[src/teq_pkg.sv]
// Purpose: Shared constants and types for the trigger event delay qualifier
// Assumes: One 100 MHz clock, synchronous active-low reset
// Notes:   Numbers shared by the design files live here; HOLD_EV is set in the model and in the bench
package teq_pkg;

  // ****************************************
  // Widths and counts
  // ****************************************
  localparam int          LOAD_W      = 29;
  localparam int          SHORT_W     = 2;
  localparam int          CHAN_N      = 4;
  localparam int          SYNC_N      = 7;
  localparam int          CLK_MHZ     = 100;
  localparam int          ARM_DELAY_NS = 10;
  localparam int          ARM_DELAY_CYC =
    ((ARM_DELAY_NS * CLK_MHZ + 999) / 1000 < 1) ? 1 : (ARM_DELAY_NS * CLK_MHZ + 999) / 1000;

  // ****************************************
  // Pin vector positions
  // ****************************************
  localparam int          PIN_QUAL    = 0;
  localparam int          PIN_SLOPE   = 1;
  localparam int          PIN_HOLD    = 2;
  localparam int          PIN_CHAN    = 3;

  // ****************************************
  // Reset values
  // ****************************************
  localparam logic        ARM_RST     = 1'b0;
  localparam logic        TC_LOW_RST  = 1'b1;

  // ****************************************
  // Modes and states
  // ****************************************
  typedef enum logic [1:0] {
    TEQ_MODE_EDGE,
    TEQ_MODE_PRESENT,
    TEQ_MODE_NOT_PRESENT,
    TEQ_MODE_DELAY_EVENTS
  } teq_mode_t;

  typedef enum logic [1:0] {
    TEQ_ST_WAIT,
    TEQ_ST_DELAY,
    TEQ_ST_COUNT,
    TEQ_ST_ARMED
  } teq_state_t;

endpackage

[src/teq_count_if.sv]
// Purpose: Carries start, event and terminal count between qualifier and counter
// Assumes: Both ends on I_CLOCK
// Notes:   Start, event and terminal strobes are one-cycle pulses; restart is a level
`timescale 1ns/1ps
`default_nettype none
interface teq_count_if;
  logic                      start;
  logic                      event_hit;
  logic [teq_pkg::LOAD_W-1:0] load;
  logic                      tc_hit;
  logic                      restart;
  logic                      short_sel;

  modport ctl (output start, output event_hit, output load,
               input  tc_hit, input restart, input short_sel);
  modport ctr (input  start, input event_hit, input load,
               output tc_hit, output restart, output short_sel);
endinterface
`default_nettype wire

[src/teq_event_counter.sv]
// Purpose: Loadable event counter with short path and restart flip-flop
// Assumes: Load of zero is handled outside, by the count-start path
// Notes:   Upper section ignored for loads below four
`timescale 1ns/1ps
`default_nettype none
module teq_event_counter (
  // Clock and reset
  input  wire logic   i_clk,
  input  wire logic   i_rst_n,
  // Control link
  teq_count_if.ctr    cif
);

  logic [teq_pkg::LOAD_W-1:0] cnt_ff;
  logic                       restart_ff;
  logic                       one_pend_ff;
  logic                       tc_ff;
  logic                       is_one;
  logic                       short_sel;

  // short count bypass
  assign short_sel = (cif.load[teq_pkg::LOAD_W-1:teq_pkg::SHORT_W] == '0);
  assign is_one    = short_sel ? (cnt_ff[teq_pkg::SHORT_W-1:0] == 2'h1)
                               : (cnt_ff == teq_pkg::LOAD_W'(1));

  // loadable event count
  always_ff @(posedge i_clk) begin
    if (!i_rst_n) begin
      cnt_ff <= '0;
    end else if (cif.start || tc_ff) begin
      // reload after terminal
      cnt_ff <= cif.load;
    end else if (cif.event_hit && cnt_ff != '0) begin
      cnt_ff <= cnt_ff - teq_pkg::LOAD_W'(1);
    end
  end

  // restart clears first edge
  always_ff @(posedge i_clk) begin
    if (!i_rst_n) begin
      restart_ff <= 1'b0;
    end else if (cif.start) begin
      restart_ff <= 1'b1;
    end else if (cif.event_hit) begin
      restart_ff <= 1'b0;
    end
  end

  // load one, one clock later
  always_ff @(posedge i_clk) begin
    if (!i_rst_n) begin
      one_pend_ff <= 1'b0;
    end else begin
      one_pend_ff <= cif.event_hit && restart_ff && (cif.load == teq_pkg::LOAD_W'(1));
    end
  end

  // terminal on Nth edge
  always_ff @(posedge i_clk) begin
    if (!i_rst_n) begin
      tc_ff <= 1'b0;
    end else begin
      tc_ff <= one_pend_ff
            || (cif.event_hit && is_one && !cif.start
                && (cif.load != teq_pkg::LOAD_W'(1)));
    end
  end

  assign cif.tc_hit    = tc_ff;
  assign cif.restart   = restart_ff;
  assign cif.short_sel = short_sel;

endmodule // teq_event_counter
`default_nettype wire

[src/teq_qualifier_top.sv]
// Purpose: Trigger qualifier gating the trigger flip-flop arm enable
// Assumes: Comparator levels and holdoff flag arrive asynchronously
// Notes:   Events are rising edges of the qualified trigger clock
//
// Contract
// State present: arm one cycle after qualifying
// State not present mirrors present mode
// Loadable 29-bit event counter delays arming
// Delay mode: qualifier arms, counter untouched
// Load zero means one event delay
// Load zero: count-start drives arm, steady
// Trigger edges before qualifier ignored
// Load zero: qualifier arms at once
// Trigger flip-flop fires on next edge
// Holdoff drops arm, returns to waiting
// Load one: restart clears, output next clock
// Small loads bypass upper counter section
// Slope toggle makes event, comparators off
// Holdoff by events counted on trigger board
// Status records edge seen, enable present
// Load two: terminal on second edge
// Edge and pattern modes hold arm high; the code has no pattern mode, only edge mode holds it
// Load N: terminal on Nth edge, reload
`timescale 1ns/1ps
`default_nettype none
module teq_qualifier_top #(
  parameter int LOAD_W = teq_pkg::LOAD_W,
  parameter int CHAN_N = teq_pkg::CHAN_N
) (
  // Clock and reset
  input  wire logic              I_CLOCK,
  input  wire logic              I_RST_N,
  // Configuration levels
  input  wire logic [1:0]        I_MODE,
  input  wire logic [LOAD_W-1:0] I_LOAD_VALUE,
  input  wire logic [CHAN_N-1:0] I_CHANNEL_ENABLE,
  input  wire logic              I_STATUS_CLEAR,
  // Comparator pins
  input  wire logic              I_QUALIFIER_CLOCK,
  input  wire logic [CHAN_N-1:0] I_CHANNEL_FOUR_EVENT_CLOCK,
  input  wire logic              I_SLOPE_SELECT,
  // From trigger board
  input  wire logic              I_HOLDOFF_FLAG,
  // To trigger board
  output logic                   O_TRIGGER_ARM_ENABLE,
  output logic                   O_QUALIFIED_TRIGGER_CLOCK,
  // Status
  output logic                   O_EDGE_SEEN,
  output logic                   O_ENABLE_AT_EDGE,
  output logic                   O_TERMINAL_COUNT_LOW,
  output logic                   O_COUNT_START
);

  // ****************************************
  // Parameter checks
  // ****************************************
  if (LOAD_W != teq_pkg::LOAD_W || CHAN_N != teq_pkg::CHAN_N) begin : g_bad_width
    $error("teq_qualifier_top: widths must match the package");
  end

  // ****************************************
  // Pin synchronisers
  // ****************************************
  localparam int PN = teq_pkg::PIN_CHAN + CHAN_N;
  logic [PN-1:0] pins;
  logic [PN-1:0] s1_ff;
  logic [PN-1:0] s2_ff;
  logic [PN-1:0] s3_ff;
  logic [PN-1:0] clean_ff;
  logic [PN-1:0] prev_ff;

  assign pins = {I_CHANNEL_FOUR_EVENT_CLOCK, I_HOLDOFF_FLAG, I_SLOPE_SELECT, I_QUALIFIER_CLOCK};

  always_ff @(posedge I_CLOCK) begin
    if (!I_RST_N) begin
      s1_ff <= '0;
      s2_ff <= '0;
      s3_ff <= '0;
    end else begin
      s1_ff <= pins;
      s2_ff <= s1_ff;
      s3_ff <= s2_ff;
    end
  end

  // A bit changes only when two stages agree
  always_ff @(posedge I_CLOCK) begin
    if (!I_RST_N) begin
      clean_ff <= '0;
      prev_ff  <= '0;
    end else begin
      clean_ff <= (s2_ff & s3_ff) | (clean_ff & (s2_ff ^ s3_ff));
      prev_ff  <= clean_ff;
    end
  end

  // ****************************************
  // Event and qualification decode
  // ****************************************
  logic               trig_lvl;
  logic               trig_prev;
  logic               trig_edge;
  logic               qual_lvl;
  logic               qual_prev;
  logic               qual_rise;
  logic               hold_rise;
  teq_pkg::teq_mode_t mode;

  assign mode = teq_pkg::teq_mode_t'(I_MODE);

  // slope toggle is an event source
  assign trig_lvl  = (|(clean_ff[teq_pkg::PIN_CHAN +: CHAN_N] & I_CHANNEL_ENABLE))
                     ^ clean_ff[teq_pkg::PIN_SLOPE];
  assign trig_prev = (|(prev_ff[teq_pkg::PIN_CHAN +: CHAN_N] & I_CHANNEL_ENABLE))
                     ^ prev_ff[teq_pkg::PIN_SLOPE];
  assign trig_edge = trig_lvl && !trig_prev;

  // not-present inverts the condition
  assign qual_lvl  = (mode == teq_pkg::TEQ_MODE_NOT_PRESENT) ? !clean_ff[teq_pkg::PIN_QUAL]
                                                             : clean_ff[teq_pkg::PIN_QUAL];
  assign qual_prev = (mode == teq_pkg::TEQ_MODE_NOT_PRESENT) ? !prev_ff[teq_pkg::PIN_QUAL]
                                                             : prev_ff[teq_pkg::PIN_QUAL];
  assign qual_rise = qual_lvl && !qual_prev;
  assign hold_rise = clean_ff[teq_pkg::PIN_HOLD] && !prev_ff[teq_pkg::PIN_HOLD];

  // ****************************************
  // Event counter
  // ****************************************
  teq_count_if cif ();
  logic        load_zero;

  assign load_zero = (I_LOAD_VALUE == '0);

  teq_event_counter u_counter (
    .i_clk   (I_CLOCK),
    .i_rst_n (I_RST_N),
    .cif     (cif.ctr)
  );

  // ****************************************
  // Qualifier state machine
  // ****************************************
  teq_pkg::teq_state_t state_ff;
  teq_pkg::teq_state_t nxt_state;
  logic [7:0]          dly_ff;
  logic                start_ff;
  logic                nxt_start;
  logic                dly_done;

  assign dly_done = (dly_ff >= 8'(teq_pkg::ARM_DELAY_CYC - 1));

  always_comb begin
    nxt_state = state_ff;
    nxt_start = 1'b0;
    case (state_ff)
      teq_pkg::TEQ_ST_WAIT: begin
        // events before qualifier are ignored
        if (qual_rise && (mode == teq_pkg::TEQ_MODE_PRESENT
                          || mode == teq_pkg::TEQ_MODE_NOT_PRESENT)) begin
          nxt_state = teq_pkg::TEQ_ST_DELAY;
        end else if (qual_rise && mode == teq_pkg::TEQ_MODE_DELAY_EVENTS) begin
          // load zero arms at once
          if (load_zero) begin
            nxt_state = teq_pkg::TEQ_ST_ARMED;
          end else begin
            nxt_state = teq_pkg::TEQ_ST_COUNT;
            nxt_start = 1'b1;
          end
        end
      end
      teq_pkg::TEQ_ST_DELAY: begin
        // arm lags qualification
        if (dly_done) begin
          nxt_state = teq_pkg::TEQ_ST_ARMED;
        end
      end
      teq_pkg::TEQ_ST_COUNT: begin
        if (cif.tc_hit) begin
          nxt_state = teq_pkg::TEQ_ST_ARMED;
        end
      end
      teq_pkg::TEQ_ST_ARMED: begin
        nxt_state = teq_pkg::TEQ_ST_ARMED;
      end
      default: nxt_state = teq_pkg::TEQ_ST_WAIT;
    endcase
    // holdoff returns to waiting
    if (hold_rise || mode == teq_pkg::TEQ_MODE_EDGE) begin
      nxt_state = teq_pkg::TEQ_ST_WAIT;
      nxt_start = 1'b0;
    end
  end

  always_ff @(posedge I_CLOCK) begin
    if (!I_RST_N) begin
      state_ff <= teq_pkg::TEQ_ST_WAIT;
      start_ff <= 1'b0;
    end else begin
      state_ff <= nxt_state;
      start_ff <= nxt_start;
    end
  end

  always_ff @(posedge I_CLOCK) begin
    if (!I_RST_N) begin
      dly_ff <= '0;
    end else if (state_ff == teq_pkg::TEQ_ST_DELAY) begin
      dly_ff <= dly_ff + 8'h01;
    end else begin
      dly_ff <= '0;
    end
  end

  // counter started only on nonzero load
  assign cif.start     = start_ff;
  assign cif.event_hit = trig_edge && (state_ff == teq_pkg::TEQ_ST_COUNT);
  assign cif.load      = I_LOAD_VALUE;

  // ****************************************
  // Outputs
  // ****************************************
  logic nxt_count_start;

  // count-start flop is the output, so arm and it rise together
  assign nxt_count_start = (nxt_state == teq_pkg::TEQ_ST_ARMED) && load_zero
                           && (mode == teq_pkg::TEQ_MODE_DELAY_EVENTS);

  // edge mode holds arm high; R6 no toggling
  always_ff @(posedge I_CLOCK) begin
    if (!I_RST_N) begin
      O_TRIGGER_ARM_ENABLE <= teq_pkg::ARM_RST;
    end else if (mode == teq_pkg::TEQ_MODE_EDGE) begin
      O_TRIGGER_ARM_ENABLE <= 1'b1;
    end else if (load_zero && mode == teq_pkg::TEQ_MODE_DELAY_EVENTS) begin
      // load zero: arm follows count-start
      O_TRIGGER_ARM_ENABLE <= nxt_count_start;
    end else begin
      O_TRIGGER_ARM_ENABLE <= (nxt_state == teq_pkg::TEQ_ST_ARMED);
    end
  end

  // trigger clock passed to the flip-flop
  always_ff @(posedge I_CLOCK) begin
    if (!I_RST_N) begin
      O_QUALIFIED_TRIGGER_CLOCK <= 1'b0;
      O_COUNT_START             <= 1'b0;
      O_TERMINAL_COUNT_LOW      <= teq_pkg::TC_LOW_RST;
    end else begin
      O_QUALIFIED_TRIGGER_CLOCK <= trig_lvl;
      O_COUNT_START             <= nxt_count_start || cif.restart;
      O_TERMINAL_COUNT_LOW      <= !cif.tc_hit;
    end
  end

  // sticky status, set beats clear
  always_ff @(posedge I_CLOCK) begin
    if (!I_RST_N) begin
      O_EDGE_SEEN      <= 1'b0;
      O_ENABLE_AT_EDGE <= 1'b0;
    end else begin
      O_EDGE_SEEN      <= trig_edge || (O_EDGE_SEEN && !I_STATUS_CLEAR);
      O_ENABLE_AT_EDGE <= (trig_edge && O_TRIGGER_ARM_ENABLE)
                          || (O_ENABLE_AT_EDGE && !I_STATUS_CLEAR);
    end
  end

endmodule // teq_qualifier_top
`default_nettype wire

[config.mk]
export PLATFORM = sky130hd
export DESIGN_NAME = teq_qualifier_top
export DESIGN_NICKNAME = d
export VERILOG_FILES = /design/src/teq_pkg.sv /design/src/teq_count_if.sv /design/src/teq_event_counter.sv /design/src/teq_qualifier_top.sv
export SDC_FILE = /design/constraint.sdc
export NUM_CORES = 1
export LEC_CHECK = 0
export ABC_CLOCK_PERIOD_IN_PS = 2900
export BUFFER_PORTS_ARGS = -buffer_cell sky130_fd_sc_hd__buf_2
export CORE_ASPECT_RATIO = 0.8
export CORE_MARGIN = 4
export CORE_UTILIZATION = 40
export DETAILED_ROUTE_END_ITERATION = 10
export GPL_TIMING_DRIVEN = 0
export MAX_ROUTING_LAYER = met4
export PLACE_DENSITY = 0.68
export SYNTH_ARGS = -nofsm -noshare
export SYNTH_HDL_FRONTEND = slang
export SYNTH_SLANG_ARGS = --single-unit
[constraint.sdc]
create_clock -name I_CLOCK -period 2.9 [get_ports I_CLOCK]
set_clock_uncertainty 0.1 [all_clocks]
set_input_delay 0.145 -clock I_CLOCK [delete_from_list [all_inputs] [get_ports I_CLOCK]]
set_output_delay 0.145 -clock I_CLOCK [all_outputs]
set_load 0.01 [all_outputs]
==> metrics.cfg <==
[detailed_routing]
wire_per_inst_um = 17.7
num_vias = 3652
via_per_inst = 5.91
wirelength_um = 11000
dr.pass1.iters = 5
top_layer_used = met4
wl_met1_um = 5010
met2_length_um = 4680
drc_errors = 0
drtAntennaViolNets = 0
met3_length_um = 954
drt_iter0_markers = 349

[global_routing]
grt_pass1_vias = 3533
antenna_found_initial = 0
grt_pass1_wl_um = 17700
grt_use_total_pct = 21.3
grt_max_degree = 14
grt_remaining_overflow = 0

[synth]
ys_warn_count = 0
async_flop_share_pct = 0
synth_top_area_cell = dfxtp_1
ys_ff_latch = 76
ys.flop_type = dfxtp_1
syn_area_per_cell_um2 = 8.59
synth_cells = 429
yosysUniqueCellTypes = 56
synth_edf_count = 0
seq_area_frac_synth_pct = 41.3
syn-cell-area_um2 = 3680
synth_top_area_share_pct = 41.3
synth.area.top_cells = dfxtp_1 41%, and2_1 5.1%, o21ai_0 4.6%
synth_nets = 487

[timing]
fmax_mhz = 379
drv_slew = 0
hold_viol_final = 0
tns_ns = 0
worst_slew_pin_slew_ns = 0.672
maxSlewHeadroom_pct = 55.2
fin_crit_ns = 2.64
rsz0062_at_grt = no
period_share_pct = 90.9
setup_viol = 0

[place]
io_buffer_count = 49
gp_congestion = 0.929
dp_hpwl_um = 8050
placed_area_um2 = 4070

[die]
initial_core_util_pct = 40.9
core_um2 = 9000
die_area_um2 = 10800
die_h_um = 93.8
num_rows = 31
die_w_um = 115
ios = 51

[critical_path]
worstPathMaxFanout = 10
crit_family = buffers and inverters
start_kind = flip-flop
critical_path.cell_chain = a22o_1, or3_1, o211ai_1, clkbuf_1, clkbuf_1, nor4_1, a211oi_1
path_class = reg -> reg
cpMostUsedCell = clkbuf_1
cp.required_ns = 3.04
critPathMaxStageDelay_ns = 0.52
crit_buf_inv = 2
cp_slowest_cell = clkbuf_1
worstSetupEndpointType = flip-flop
cp.arrival_ns = 2.77

[power]
p_total_w = 0.00225
p_per_area_nw_per_um2 = 506
leakagePower_nw = 1.73
irDropWorstVdd_v = 0.000296

[clock_tree]
path_clk_slew_ns = 0.06
cts_inserted_buffers = 9
clkSinkCount = 76
h-tree-depth = 3
cts_root_buf = clkbuf_16
cts_buffer_depth = 2
cts_tree = built
clk_latency_ns = 0.33

[final_layout]
fin_util_pct = 49.5
fin_area_um2 = 4460
layout_commonest_cell = dfxtp_1
final_cell_mix = 76 x dfxtp_1, 50 x buf_2, 34 x o21ai_0
fin_nets = 556
drive_above_1_share_pct = 15.7
n_antenna_cell = 0
syn_to_final_growth_pct = 21.0
multiInputGateArea_um2 = 2040
fillers = 869
final-seq-area_um2 = 1520

[flow_run]
maxCapViolations = 0

[hold_path]
hold_class = in -> reg

[outcome]
status = complete, no violations

## worst min-delay path, cell delays in order
cell and delay [ns]:
buf_2 0.10, nand3_1 0.06, o211ai_1 0.09
## what timing repair did
action | CTS | global route
setup endpoints to repair | 0 | 23
endpoints found under the hold margin | 8 | 0
hold buffers | 8 | 0
resized for setup | 0 | 2
buffers inserted | 0 | 1
## final timing paths
check / from / to / slack (ns) / depth (start not counted)
max: clean_ff[5] / u_counter.cnt_ff[0] / 0.26 / 7
min: I_LOAD_VALUE[1] / u_counter.cnt_ff[1] / 0.01 / 3
max reg2reg: clean_ff[5] / u_counter.cnt_ff[0] / 0.26 / 7
min reg2reg: s1_ff[6] / s2_ff[6] / 0.33 / 1
## state kept, by name (all words and copies together) (netlist names), 2 cells and up
name              count
prev_ff               7
s2_ff                 7
state_ff              2
clean_ff              7
s3_ff                 7
s1_ff                 7
u_counter.cnt_ff     29
## cells in the mapped netlist (3+ instances only)
cell type   n
nor2_1     31
nor2b_1     3
o211ai_1    4
ha_1       13
a211oi_1    6
a31oi_1    15
nand4_1     6
nand2b_1    6
or3_1       6
a21oi_1    15
or2_2       4
inv_1      10
a221o_1     3
and2_1     30
nor3_1     12
nand3_1    15
nor4_1     23
dfxtp_1    76
o21ai_0    34
o31ai_1    11
or4_1      16
nand2_1    22
clkbuf_1   21
nor4b_1     3
and3_1      4
## metal layers
metal / track usage (%) / vias up
li1: - / 1759
met1: 28.3 / 1693
met2: 30.5 / 171
met3: 6.12 / 29
met4: 8.41 / 0
met5: - / -
## power breakdown
part	switching, W	internal, W	leakage, nW
sequential	0.00000457	0.00106	0.616
combinational	0.0000664	0.0000513	0.973
clock	0.000447	0.000628	0.142
## area by class of cell
| cell class | instances | share of cell area [%] |
|---|---|---|
| Buffer | 24 | 2.05 |
| Clock buffer | 11 | 5.67 |
| Clock inverter | 5 | 0.786 |
| Inverter | 10 | 0.842 |
| Multi-Input combinational cell | 319 | 45.8 |
| Sequential cell | 76 | 34.1 |
| Tap cell | 115 | 3.23 |
| Timing Repair Buffer | 58 | 7.47 |
## through the flow
stage          instances  hold WS (ns)  setup slack [ns]
5_1_grt              618        0.0235            0.0731
3_5_place_dp         593         0.255            0.0784
6_report             618        0.0104             0.264
2_1_floorplan        429         0.172             0.655
4_1_cts              617       0.00656            0.0573
3_3_place_gp         593         0.250             0.123
## cells by family after synthesis
family	after synthesis	synth area share, %
buffers and inverters	34	3.50
DFF	76	41.3
AOI/OAI and AO/OA	110	19.6
adders and majority gates	13	4.42
and+or+nand+nor	196	31.2
(Power assumes the default switching activity.)
